--- src/rtl/lsm_map.svh ---
// Purpose: Register offsets, field positions and reset values.
// Assumes: Byte offsets index 32-bit words; byte address is four times.
// Notes:   Definitions only.
`ifndef LSM_MAP_SVH
`define LSM_MAP_SVH
`define LSM_IDX_MOD_OFF      8'h40
`define LSM_IDX_ENABLE       8'h80
`define LSM_IDX_MODE_LOW     8'h81
`define LSM_IDX_MODE_HIGH    8'h82
`define LSM_IDX_EVENTS       8'h90
`define LSM_IDX_RESULT       8'h91
`define LSM_IDX_STOP_COUNT   8'h92
`define LSM_BIT_ON           0
`define LSM_BIT_AMB          1
`define LSM_BIT_FLK          6
`define LSM_BIT_STOPCNT      7
`define LSM_BIT_DBLDROP      6
`define LSM_BIT_ONESHOT      5
`define LSM_BIT_AMBSTAT      4
`define LSM_BIT_ENDMARK      7
`define LSM_BIT_CHKSUM       6
`define LSM_BIT_GAIN         5
`define LSM_MASK_MOD_OFF     8'h07
`define LSM_MASK_ENABLE      8'h43
`define LSM_RST_MOD_OFF      8'h00
`define LSM_RST_ENABLE       8'h00
`define LSM_RST_MODE_LOW     8'h04
`define LSM_RST_MODE_HIGH    8'h0C
`define LSM_RST_STOP_COUNT   8'h01
`define LSM_AMB_RAW_BITS     26
`define LSM_ACK_WAIT         1
`endif

--- src/rtl/lsm_pkg.sv ---
// Purpose: Types shared by the light sensor control files.
// Assumes: Nothing beyond the map header.
// Notes:   Trailer items leave in the listed enum order.
package lsm_pkg;
    typedef enum logic [1:0] {
        LSM_TRL_GAIN,
        LSM_TRL_CHECKSUM,
        LSM_TRL_END
    } lsm_trailer_e;
    typedef logic [7:0] lsm_byte_t;
endpackage

--- src/rtl/lsm_trl_if.sv ---
// Purpose: Carries trailer requests from the control core to the sequencer.
// Assumes: One clock; all signals are levels or one-cycle pulses.
// Notes:   Source modport drives, sink modport answers.
interface lsm_trl_if;
    logic               start;
    logic               gain_en;
    logic               sum_en;
    logic               end_en;
    logic               busy;
    logic               item_valid;
    lsm_pkg::lsm_trailer_e item;
    modport source (output start, output gain_en, output sum_en,
                    output end_en, input busy, input item_valid,
                    input item);
    modport sink   (input start, input gain_en, input sum_en,
                    input end_en, output busy, output item_valid,
                    output item);
endinterface

--- src/rtl/lsm_meas_ctrl.sv ---
// Overview of operation
// Each modulator-off bit, when one, disables its own modulator.
// Enable bit 6 starts or stops flicker detection as written.
// Enable bit 1 switches ambient light measurement on or off.
// Setting the power bit starts the internal oscillator.
// Clearing the power bit stops oscillator and clears both sense enables.
// Host should set power only after configuring everything else.
// Stop-after-count clears both sense enables after n runs, power stays.
// Double drop bit makes saturation lower gain two steps above zero.
// Single-shot bit runs one sequencer cycle then raises sleep-after-irq.
// Ambient status bit writes ambient status words into the queue.
// Scale field counts leading zeros needed to use the scaled result.
// Ambient result up to 26 bits; 5-bit field selects its top bit.
// End marker bit appends end marker after each flicker measurement.
// Checksum bit appends flicker checksum after each flicker measurement.
// Gain bit appends gain value after each flicker measurement.
// Endless repeat mode writes no end markers and keeps streaming.
// Reserved bits read zero, ignore writes; reset sets listed values.
// Trailer items leave in order gain, checksum, end marker.
//
// Purpose: Measurement control register bank of a light sensor.
// Assumes: Avalon-MM slave, word address = register index, 32-bit data.
// Notes:   Measurement engine events arrive as same-clock pulses.
//
// Added by the designer: the Avalon-MM interface to the registers.
`include "lsm_map.svh"

module lsm_meas_ctrl #(
    parameter int RES_W = 32
) (
    input  wire logic                   i_core_clk,
    input  wire logic                   i_rst,
    input  wire logic [7:0]             i_avs_address,
    input  wire logic                   i_avs_read,
    input  wire logic                   i_avs_write,
    input  wire logic [31:0]            i_avs_writedata,
    input  wire logic [3:0]             i_avs_byteenable,
    output logic      [31:0]            o_avs_readdata,
    output logic                        o_avs_waitrequest,
    input  wire logic                   i_meas_done,
    input  wire logic                   i_flicker_done,
    input  wire logic                   i_seq_cycle_done,
    input  wire logic                   i_analog_sat,
    input  wire logic [3:0]             i_gain_step,
    input  wire logic                   i_flicker_endless_repeat,
    input  wire logic [RES_W-1:0]       i_amb_result,
    output logic      [2:0]             o_modulator_off,
    output logic                        o_osc_run,
    output logic                        o_flicker_run,
    output logic                        o_ambient_run,
    output logic                        o_sleep_after_irq,
    output logic      [1:0]             o_gain_drop,
    output logic                        o_ambient_status_to_queue,
    output logic                        o_trailer_valid,
    output lsm_pkg::lsm_trailer_e       o_trailer_item,
    output logic      [15:0]            o_amb_data,
    output logic                        o_amb_scaled
);
    import lsm_pkg::*;

    // The masking and read mux assume a 32-bit result word.
    if (RES_W != 32) begin : g_res_w_check
        $error("RES_W must be 32");
    end

    // Control registers.
    lsm_byte_t mod_off;
    lsm_byte_t enables;
    lsm_byte_t mode_low;
    lsm_byte_t mode_high;
    lsm_byte_t stop_count;
    lsm_byte_t runs_left;
    logic      ack;

    lsm_trl_if trl ();

    // Register decode and write strobe; only byte lane 0 carries data.
    wire logic       hit_mod   = (i_avs_address == `LSM_IDX_MOD_OFF);
    wire logic       hit_en    = (i_avs_address == `LSM_IDX_ENABLE);
    wire logic       hit_low   = (i_avs_address == `LSM_IDX_MODE_LOW);
    wire logic       hit_high  = (i_avs_address == `LSM_IDX_MODE_HIGH);
    wire logic       hit_evt   = (i_avs_address == `LSM_IDX_EVENTS);
    wire logic       hit_res   = (i_avs_address == `LSM_IDX_RESULT);
    wire logic       hit_cnt   = (i_avs_address == `LSM_IDX_STOP_COUNT);
    wire logic       wr_take   = i_avs_write & ~ack & i_avs_byteenable[0];
    wire lsm_byte_t  wdata     = i_avs_writedata[7:0];

    // Writing power to zero forces both sense enables low.
    wire lsm_byte_t  en_written = wdata[`LSM_BIT_ON]
                     ? (wdata & `LSM_MASK_ENABLE)
                     : 8'h00; // see R5

    // Stop condition for stop-after-count on a completed measurement.
    wire logic stop_hit = mode_low[`LSM_BIT_STOPCNT] & i_meas_done
                        & (runs_left <= 8'h01);

    // Sense enables are dropped when the count runs out; power stays.
    wire lsm_byte_t next_enables = (wr_take & hit_en) ? en_written
        : stop_hit ? (enables & ~(8'h01 << `LSM_BIT_FLK)
                              & ~(8'h01 << `LSM_BIT_AMB))
        : enables; // see R7 see R2

    // Iteration counter reloads whenever enables are written.
    wire lsm_byte_t next_runs_left = (wr_take & hit_en) ? stop_count
        : (mode_low[`LSM_BIT_STOPCNT] & i_meas_done & runs_left != 8'h00)
          ? runs_left - 8'h01
        : runs_left;

    // Single wait cycle: every access answers after one waitrequest cycle.
    always_ff @(posedge i_core_clk or posedge i_rst) begin
        if (i_rst) begin
            ack <= 1'b0;
        end else begin
            ack <= (i_avs_read | i_avs_write) & ~ack;
        end
    end

    // Configuration registers; reserved bits never store.
    always_ff @(posedge i_core_clk or posedge i_rst) begin
        if (i_rst) begin
            mod_off    <= `LSM_RST_MOD_OFF;
            mode_low   <= `LSM_RST_MODE_LOW;
            mode_high  <= `LSM_RST_MODE_HIGH;
            stop_count <= `LSM_RST_STOP_COUNT;
        end else if (wr_take) begin
            if (hit_mod) begin
                mod_off <= wdata & `LSM_MASK_MOD_OFF;
            end
            if (hit_low) begin
                mode_low <= wdata;
            end
            if (hit_high) begin
                mode_high <= wdata;
            end
            if (hit_cnt) begin
                stop_count <= wdata;
            end
        end
    end

    // Enables and iteration count update together.
    always_ff @(posedge i_core_clk or posedge i_rst) begin
        if (i_rst) begin
            enables   <= `LSM_RST_ENABLE;
            runs_left <= `LSM_RST_STOP_COUNT;
        end else begin
            enables   <= next_enables;
            runs_left <= next_runs_left;
        end
    end

    // Trailer request after each finished flicker measurement.
    assign trl.start   = i_flicker_done & ~trl.busy;
    assign trl.gain_en = mode_high[`LSM_BIT_GAIN];
    assign trl.sum_en  = mode_high[`LSM_BIT_CHKSUM];
    // Endless repeat never terminates, so no end marker is written.
    assign trl.end_en  = mode_high[`LSM_BIT_ENDMARK]
                       & ~i_flicker_endless_repeat; // see R13

    lsm_trailer_seq u_trailer (
        .i_core_clk (i_core_clk),
        .i_rst      (i_rst),
        .trl        (trl)
    );

    logic [15:0] amb_data;
    logic        amb_scaled;

    lsm_amb_scale #(
        .RES_W (RES_W)
    ) u_scale (
        .i_result     (i_amb_result),
        .i_top_bit    (mode_high[4:0]),
        .i_zero_count (mode_low[3:0]),
        .o_data       (amb_data),
        .o_scaled     (amb_scaled)
    );

    // Gain drop: two steps only when enabled and the step can take it.
    wire logic [1:0] drop_now = !i_analog_sat ? 2'h0
        : (mode_low[`LSM_BIT_DBLDROP] && i_gain_step > 4'h0) ? 2'h2
        : 2'h1;

    // Sleep after interrupt is raised once the single cycle completes.
    wire logic sai_set = mode_low[`LSM_BIT_ONESHOT] & i_seq_cycle_done;

    // Read mux; unmapped addresses read zero.
    wire logic [31:0] rd_mux =
          hit_mod  ? {24'h000000, mod_off}
        : hit_en   ? {24'h000000, enables}
        : hit_low  ? {24'h000000, mode_low}
        : hit_high ? {24'h000000, mode_high}
        : hit_cnt  ? {24'h000000, stop_count}
        : hit_evt  ? {24'h000000, runs_left[6:0], o_sleep_after_irq}
        : hit_res  ? {15'h0000, o_amb_scaled, o_amb_data}
        : 32'h00000000;

    // Outputs are all registered; power gates every run level.
    always_ff @(posedge i_core_clk or posedge i_rst) begin
        if (i_rst) begin
            o_avs_readdata            <= 32'h00000000;
            o_modulator_off           <= 3'h0;
            o_osc_run                 <= 1'b0;
            o_flicker_run             <= 1'b0;
            o_ambient_run             <= 1'b0;
            o_gain_drop               <= 2'h0;
            o_ambient_status_to_queue <= 1'b0;
            o_trailer_valid           <= 1'b0;
            o_trailer_item            <= LSM_TRL_GAIN;
            o_amb_data                <= 16'h0000;
            o_amb_scaled              <= 1'b0;
        end else begin
            o_avs_readdata            <= rd_mux;
            o_modulator_off           <= mod_off[2:0];
            o_osc_run                 <= next_enables[`LSM_BIT_ON];
            o_flicker_run             <= next_enables[`LSM_BIT_FLK];
            o_ambient_run             <= next_enables[`LSM_BIT_AMB];
            o_gain_drop               <= drop_now;
            o_ambient_status_to_queue <= mode_low[`LSM_BIT_AMBSTAT];
            o_trailer_valid           <= trl.item_valid;
            o_trailer_item            <= trl.item;
            o_amb_data                <= amb_data;
            o_amb_scaled              <= amb_scaled;
        end
    end

    // Sleep flag: set wins over a clear by power-down write.
    always_ff @(posedge i_core_clk or posedge i_rst) begin
        if (i_rst) begin
            o_sleep_after_irq <= 1'b0;
        end else if (sai_set) begin
            o_sleep_after_irq <= 1'b1;
        end else if (wr_take & hit_en & ~wdata[`LSM_BIT_ON]) begin
            o_sleep_after_irq <= 1'b0;
        end
    end

    // Waitrequest is high until the answer cycle.
    always_ff @(posedge i_core_clk or posedge i_rst) begin
        if (i_rst) begin
            o_avs_waitrequest <= 1'b1;
        end else begin
            o_avs_waitrequest <= ~((i_avs_read | i_avs_write) & ~ack);
        end
    end
endmodule

--- src/rtl/lsm_trailer_seq.sv ---
// Purpose: Emits the enabled trailer items after a flicker measurement.
// Assumes: start is a one-cycle pulse; enables stay steady while busy.
// Notes:   One item per cycle, gain first, end marker last.
module lsm_trailer_seq (
    input  wire logic   i_core_clk,
    input  wire logic   i_rst,
    lsm_trl_if.sink     trl
);
    import lsm_pkg::*;

    typedef enum logic [1:0] {
        LSM_ST_IDLE,
        LSM_ST_GAIN,
        LSM_ST_SUM,
        LSM_ST_END
    } lsm_seq_e;

    lsm_seq_e state;
    lsm_seq_e next_state;

    // Every step is visited; a disabled item simply raises no valid.
    always_comb begin
        next_state = state;
        case (state)
            LSM_ST_IDLE: next_state = trl.start ? LSM_ST_GAIN : LSM_ST_IDLE;
            LSM_ST_GAIN: next_state = LSM_ST_SUM;
            LSM_ST_SUM:  next_state = LSM_ST_END;
            LSM_ST_END:  next_state = LSM_ST_IDLE;
            default:     next_state = LSM_ST_IDLE;
        endcase
    end

    // Registered state; outputs decode from it.
    always_ff @(posedge i_core_clk or posedge i_rst) begin
        if (i_rst) begin
            state <= LSM_ST_IDLE;
        end else begin
            state <= next_state;
        end
    end

    // Fixed order gain, checksum, end marker.
    assign trl.busy       = (state != LSM_ST_IDLE);
    assign trl.item_valid = (state == LSM_ST_GAIN && trl.gain_en)
                          | (state == LSM_ST_SUM  && trl.sum_en)
                          | (state == LSM_ST_END  && trl.end_en);
    assign trl.item       = (state == LSM_ST_GAIN) ? LSM_TRL_GAIN
                          : (state == LSM_ST_SUM)  ? LSM_TRL_CHECKSUM
                          : LSM_TRL_END;
endmodule

--- src/rtl/lsm_amb_scale.sv ---
// Purpose: Picks scaled or unscaled ambient result for the 16-bit output.
// Assumes: Result word is 32 bits; top bit index comes from software.
// Notes:   Purely combinational; the top module registers the output.
module lsm_amb_scale #(
    parameter int RES_W = 32
) (
    input  wire logic [RES_W-1:0] i_result,
    input  wire logic [4:0]       i_top_bit,
    input  wire logic [3:0]       i_zero_count,
    output logic      [15:0]      o_data,
    output logic                  o_scaled
);
    logic [RES_W-1:0] masked;
    logic [RES_W-1:0] top_window;
    logic [RES_W-1:0] aligned;
    logic [4:0]       shift;

    // Bits above the selected top position are not part of the result.
    assign masked = i_result & ((({{(RES_W-1){1'b0}}, 1'b1}
                    << (i_top_bit + 6'h01)) - 1'b1));
    // The window of leading bits that must be zero to allow scaling.
    assign top_window = masked >> (i_top_bit + 6'h01 - {2'h0, i_zero_count});
    assign o_scaled   = (i_zero_count != 4'h0) && (top_window == '0);
    // Scaled form: top 16 bits under the leading zeros; shift clamps at 0.
    assign shift   = (i_top_bit >= 5'(15 + i_zero_count))
                   ? 5'(i_top_bit - 5'(15 + i_zero_count)) : 5'h00;
    assign aligned = masked >> shift;
    assign o_data  = o_scaled ? aligned[15:0] : masked[15:0];
endmodule

--- config.mk ---
export PLATFORM = sky130hd
export DESIGN_NAME = lsm_meas_ctrl
export DESIGN_NICKNAME = d
export VERILOG_FILES = /design/src/rtl/lsm_pkg.sv /design/src/rtl/lsm_trl_if.sv /design/src/rtl/lsm_meas_ctrl.sv /design/src/rtl/lsm_trailer_seq.sv /design/src/rtl/lsm_amb_scale.sv
export VERILOG_INCLUDE_DIRS = /design/src /design/src/rtl
export SDC_FILE = /design/constraint.sdc
export NUM_CORES = 1
export LEC_CHECK = 0
export BUFFER_PORTS_ARGS = -buffer_cell sky130_fd_sc_hd__buf_2
export CORE_MARGIN = 2
export CORE_UTILIZATION = 35
export DETAILED_ROUTE_END_ITERATION = 6
export GPL_ROUTABILITY_DRIVEN = 0
export PLACE_DENSITY = 0.53
export SYNTH_ARGS = -nofsm -noshare
export SYNTH_HDL_FRONTEND = slang
export SYNTH_SLANG_ARGS = --single-unit
export TNS_END_PERCENT = 10
--- constraint.sdc ---
create_clock -name i_core_clk -period 5.66 [get_ports i_core_clk]
set_clock_uncertainty 0.1 [all_clocks]
set_input_delay 0.283 -clock i_core_clk [delete_from_list [all_inputs] [get_ports i_core_clk]]
set_output_delay 0.283 -clock i_core_clk [all_outputs]
set_load 0.02 [all_outputs]
Word level (Yosys, flattened, before mapping). Index checks and enable logic that the tools add are counted.

Input bits: 89. RAM bits: 0. Output and inout port bits: 63. Memories kept: 0. Flip-flop bits (word level): 94. Bits in read-only memories: 0. Latch bits: 0.

Reduce and logical (&&, ||, !) cells: 16. Mux-type cells: 22. Bitwise operators: 20. $mul: 0. Shifts and indexed selects: 3. Divide/modulo/power cells: 0. $add $sub $neg: 6. Magnitude comparators: 3. Equal/unequal tests: 10.

Operator list (number): 17-bit 2-to-1 mux (7); 8-bit equality test (second input constant) (6); 32-bit bitwise AND (1); 32-bit zero test (1); 1-bit by 6-bit << shifter with 32-bit output (first input constant) (1); 32-bit by 5-bit right shift with 16-bit output (1); 32-bit by 6-bit right shift with 32-bit output (1); 32-bit by 1-bit subtractor with 32-bit output (second input constant) (1); 8-bit 2-to-1 mux (3); 16-bit 2-to-1 mux (1); 7-bit 2-to-1 mux (2); 1-bit bitwise AND (11); 8-bit by 7-bit equality test with 1-bit output (second input constant) (1); 8-bit by 1-bit <= comparator with 1-bit output (second input constant) (1); 2-bit 2-to-1 mux (4); 2-bit case mux with 4 select lines (1); 2-bit AND reduction (4); 8-bit nonzero test (1); 8-bit by 1-bit subtractor with 8-bit output (second input constant) (1); 5-bit by 1-bit adder with 6-bit output (second input constant) (1); 2-bit nonzero test (3); 6-bit by 4-bit subtractor with 6-bit output (1); 4-bit by 4-bit adder with 5-bit output (first input constant) (1); 5-bit greater-or-equal comparator (1); other kinds (11) (24).

Depth between registers and ports, before layout.
Depth in word-level cells: 8. Gate-level depth with buffers: 21. Gate-level depth less buffers: 17.

Hierarchy. Synthesis repeated with hierarchy kept, for this count alone.

Cells, all modules: 993. Area total of the unflattened synthesis: 8246.7 µm².

Modules (own cells, without submodules): lsm_amb_scale (sequential area each 0.0 µm², instances 1, area each 4441.8 µm², cells each 677); lsm_meas_ctrl (sequential area each 2109.5 µm², instances 1, area each 3648.5 µm², cells each 301); lsm_trailer_seq (sequential area each 50.0 µm², instances 1, area each 156.4 µm², cells each 15).

Least setup slack after synthesis. OpenSTA, ideal clock, no wires.

Path kind: register to register. Start point: register mode_high[0]. End point: register o_amb_data[14]. Stages on the path, launching flop included: 19. Required time: 5.435 ns. Data arrival time: 4.385 ns. Library setup time: 0.125 ns. Path slack: 1.050 ns. Cell sequence: dfrtp_1 > ha_1 > and2b_4 > a211oi_4 > nand2_1 > ha_1 > buf_1 > inv_1 > nor2_1 > a32oi_1 > mux2i_1 > o21ai_0 > or4_1 > o211a_1 > o41ai_2 > o2111ai_1 > o21a_1 > buf_6 > mux2_4.

Word-level cells in the longest chain between the ends: 8. Elaborated cells between the ends (all ways): 13.

Ends and longest elaborated chain: from (decl) (RTL line lsm_meas_ctrl.sv:70) `lsm_byte_t mode_high;`; from (signal assigned) (RTL line lsm_meas_ctrl.sv:123) `` mode_high <= `LSM_RST_MODE_HIGH; ``; from (signal assigned) (RTL line lsm_meas_ctrl.sv:133) `mode_high <= wdata;`; 5-bit by 1-bit adder with 6-bit output (RTL line lsm_amb_scale.sv:20, lsm_amb_scale.sv:22); 1-bit by 6-bit << shifter with 32-bit output (RTL line lsm_amb_scale.sv:19) `assign masked = i_result & ((({{(RES_W-1){1'b0}}, 1'b1}`; 32-bit by 1-bit subtractor with 32-bit output (RTL line lsm_amb_scale.sv:20) `<< (i_top_bit + 6'h01)) - 1'b1));`; 32-bit bitwise AND (RTL line lsm_amb_scale.sv:19); 32-bit by 6-bit right shift with 32-bit output (RTL line lsm_amb_scale.sv:22) `assign top_window = masked >> (i_top_bit + 6'h01 - {2'h0, i_zero_count});`; 32-bit zero test (RTL line lsm_amb_scale.sv:23) `assign o_scaled = (i_zero_count != 4'h0) && (top_window == '0);`; 1-bit logical AND (RTL line lsm_amb_scale.sv:23); 16-bit 2-to-1 mux * (RTL line lsm_amb_scale.sv:28) `assign o_data = o_scaled ? aligned[15:0] : masked[15:0];`; via amb_data[14] (RTL line lsm_meas_ctrl.sv:166) `logic [15:0] amb_data;`; to (signal assigned) (RTL line lsm_meas_ctrl.sv:222) `o_amb_data <= amb_data;`; to (decl) (RTL line lsm_meas_ctrl.sv:56) `output logic [15:0] o_amb_data,`.

Mark *: on every way through the listed nets, which the timed path passes. The rest lies on a longest branch. A chain may end at the register's enable or synchronous reset.

Final worst setup path.
Start point: register mode_high[1]. End point: register o_amb_data[9].

The elaborated chain is that of the path after synthesis.

==> results.py <==
metrics = {
    "run_status": {
        "outcome": "finished, final reports clean",
    },
    "timing": {
        "setup_viol": 0,
        "tns_ns": 0,
        "slew_violations": 0,
        "rsz0062_at_grt": "false",
        "tightest_slew_ns": 1.18,
        "fmax_ghz": 0.192,
        "maxSlewHeadroom_pct": 21.4,
        "period_minus_slack_ns": 5.21,
        "hold_viol": 0,
        "worst_slack_ns": 0.446,
        "period_share_pct": 92.1,
    },
    "pwr": {
        "p_leak_nw": 4.34,
        "power.switching_uw": 516,
        "p_int_mw": 1.19,
        "power_density_nw_per_um2": 190,
        "clkPwrFrac_pct": 37.8,
        "irDropWorstVdd_mv": 0.117,
        "power.total_mw": 1.71,
        "power.share.switching_pct": 30.2,
        "pwr-share-comb_pct": 22.7,
        "seq_power_share_pct": 39.5,
    },
    "setup_path": {
        "critPathArrivalTime_ns": 5.29,
        "cp_slowest_cell": "a2111oi_0",
        "path_cells": "ha_1 -> buf_4 -> nand2b_1 -> o2111ai_1 -> ha_1 -> inv_1 -> nor2_1 -> a41oi_1 -> mux2i_1 -> or2_2 -> o211ai_1 -> a2111oi_0 -> a21oi_1 -> or3_1 -> o21a_1 -> buf_4 -> mux2i_1",
        "startpoint_type": "flop",
        "path_delay_family": "compound AO/OA/AOI/OAI gates",
        "crit_path_end_kind": "flop",
        "crit_cells": 17,
        "worstPathRequired_ns": 5.74,
        "reg2regPathDepth": 17,
        "worstSetupPathType": "reg2reg",
        "path_max_fanout": 20,
        "slowest_delay_ns": 0.70,
        "crit_buf_inv": 3,
    },
    "cts": {
        "htreeDepth": 3,
        "cts_tree": "yes",
        "cts_setup_buffers": 0,
        "hold_buffers": 0,
        "cts_buffer_depth": 2,
        "clkSlewWorstSetupHoldPaths_ns": 0.06,
        "cts_num_sinks": 86,
        "cts-resized-gates": 0,
        "clock_latency_ns": 0.34,
        "root_buffer": "clkbuf_16",
        "cts_made_buffers": 9,
    },
    "detailed_routing": {
        "ant_nets": 0,
        "routed_via_density": 5.77,
        "drt_pre_antenna_iters": 5,
        "drt-wirelength-per-cell_um": 19.1,
        "drc": 0,
        "vias": 7642,
        "wirelength_um": 25300,
        "first_iter_violations": 757,
    },
    "synth": {
        "avgSynthCellArea_um2": 8.30,
        "synth-async-reset-ratio_pct": 100,
        "synth.cell_area_um2": 7810,
        "synth_area_leaders": "dfrtp_1, mux2i_1, nand2_1, mux2_2, o21ai_0",
        "synth_common_cells": "nand2_1, dfrtp_1, nor2_1",
        "synthDistinctLibCells": 94,
        "syn_inst": 941,
        "synth.top_cell.area_share_pct": 25.6,
        "yosysMostFrequentCell": "nand2_1",
        "ys_ff_latch": 86,
        "synthFlopType": "dfrtp_1",
        "yosysWarnings": 0,
        "synth_edf_count": 0,
        "synth_area_leader_cell": "dfrtp_1",
        "seq_area_frac_synth_pct": 27.6,
    },
    "die": {
        "rows": 54,
        "design.core.area_um2": 21900,
        "die_w_um": 153,
        "io_pins": 152,
        "dieArea_um2": 23500,
        "start_util_pct": 35.7,
        "fp.dieH_um": 153,
    },
    "grt": {
        "grt_max_degree": 87,
        "grt.total_usage_pct": 21.2,
        "grt_pass1_vias": 7078,
        "grt_pass1_wl_um": 40000,
        "top_usage_layer": "met2",
        "grt_use_met1_pct": 30.3,
        "grt.met3_usage_pct": 2.78,
        "grt_use_met2_pct": 34.1,
        "grt_overflow": 0,
        "antenna_found_initial": 0,
    },
    "layout": {
        "fin_area_um2": 8970,
        "drive_above_1_share_pct": 23.3,
        "area_growth_pct": 14.8,
        "nets": 1154,
        "diodes": 0,
    },
    "placement": {
        "dpl_cell_area_um2": 8640,
        "dp_hpwl_um": 19600,
        "dp_worst_setup_slack_ns": 0.560,
        "io_buffer_count": 109,
    },
    "min_path": {
        "hp-class": "in2reg",
        "hold_depth": 3,
    },
    "run": {
        "maxCapViolations": 0,
    },
}
-- area by class of cell --
cell class | count | area (um2)
Clock buffer | 9 | 225
Clock inverter | 7 | 103
Fill cell | 2266 | 12900
Inverter | 30 | 116
Multi-Input combinational cell | 772 | 5230
Sequential cell | 86 | 2160
Tap cell | 280 | 350
Timing Repair Buffer | 141 | 786
-- final timing paths --
check,startpoint,to,slack (ns)
worst min-delay path,i_analog_sat,o_gain_drop[1],0.06
min in group asynchronous,i_rst,o_avs_readdata[13],0.15
worst max register to register,mode_high[1],o_amb_data[9],0.45
worst min register to register,mod_off[0],o_modulator_off[0],0.31
max in group asynchronous,i_rst,stop_count[4],4.59
worst max-delay path,mode_high[1],o_amb_data[9],0.45
-- power by group through the flow --
stage | combinational [mW] | sequential [mW] | clock [mW]
2_1_floorplan | 0.249 | 0.701 | 0
3_3_place_gp | 0.381 | 0.687 | 0
3_5_place_dp | 0.383 | 0.686 | 0
4_1_cts | 0.385 | 0.675 | 0.657
5_1_grt | 0.425 | 0.680 | 0.684
6_report | 0.387 | 0.675 | 0.645
-- state kept, by name (all words and copies together) (netlist names) --
register	flops
o_avs_readdata	17
o_amb_data	16
mode_high	8
mode_low	8
runs_left	8
stop_count	8
enables	3
mod_off	3
o_modulator_off	3
o_gain_drop	2
o_trailer_item	2
u_trailer.state	2
ack	1
o_amb_scaled	1
o_ambient_status_to_queue	1
o_avs_waitrequest	1
o_sleep_after_irq	1
o_trailer_valid	1
-- routing by layer --
layer,wire (um),up-vias
met1,11700,3634
met2,11400,348
met3,1750,28
met5,0,-
met4,442,0
li1,-,3632
-- worst register-to-register path: cells and delay by family (launching register included) --
kind	cells	cell delay, ns
mux	2	0.41
simple gates	4	0.90
flops	1	0.51
buf+inv	3	0.72
fa+ha+maj	2	0.51
compound gates	6	1.92
-- logic make-up after synthesis --
logic type,Yosys count,synth area share (%)
AOI/OAI and AO/OA,282,26.0
xor gates and xnor gates,24,2.69
adders and majority gates,25,4.20
buffers and inverters,97,6.21
DFF,86,27.6
muxes,92,13.0
other,1,0.0480
and+or+nand+nor,334,20.2
-- layout by cell type, fill, tap and decap left out, types with 9 or more instances in the layout --
| cell type | instances |
|---|---|
| nand2_1 | 118 |
| buf_2 | 109 |
| dfrtp_1 | 80 |
| nor2_1 | 77 |
| o21ai_0 | 65 |
| mux2i_1 | 49 |
| a21oi_1 | 44 |
| mux2_2 | 37 |
| buf_4 | 32 |
| nand3_1 | 31 |
| inv_1 | 28 |
| nor3_1 | 24 |
| ha_1 | 23 |
| and2_1 | 20 |
| xnor2_1 | 17 |
| o211ai_1 | 15 |
| conb_1 | 15 |
| a31oi_1 | 12 |
| nor2b_1 | 10 |
| a21o_1 | 10 |
| and3_1 | 10 |
| a222oi_1 | 10 |
| a21boi_0 | 9 |
| a22oi_1 | 9 |
| clkbuf_16 | 9 |
-- stage by stage --
step	hold slack (ns)	util (%)	std cells
floorplan	0.269	-	955
global placement	0.279	39.5	1309
detailed placement	0.290	39.5	1309
CTS	0.0497	41.0	1325
global route	0.0681	41.0	1325
finish	0.0624	41.0	1325
No activity file was read; power rests on OpenSTA's default activity.
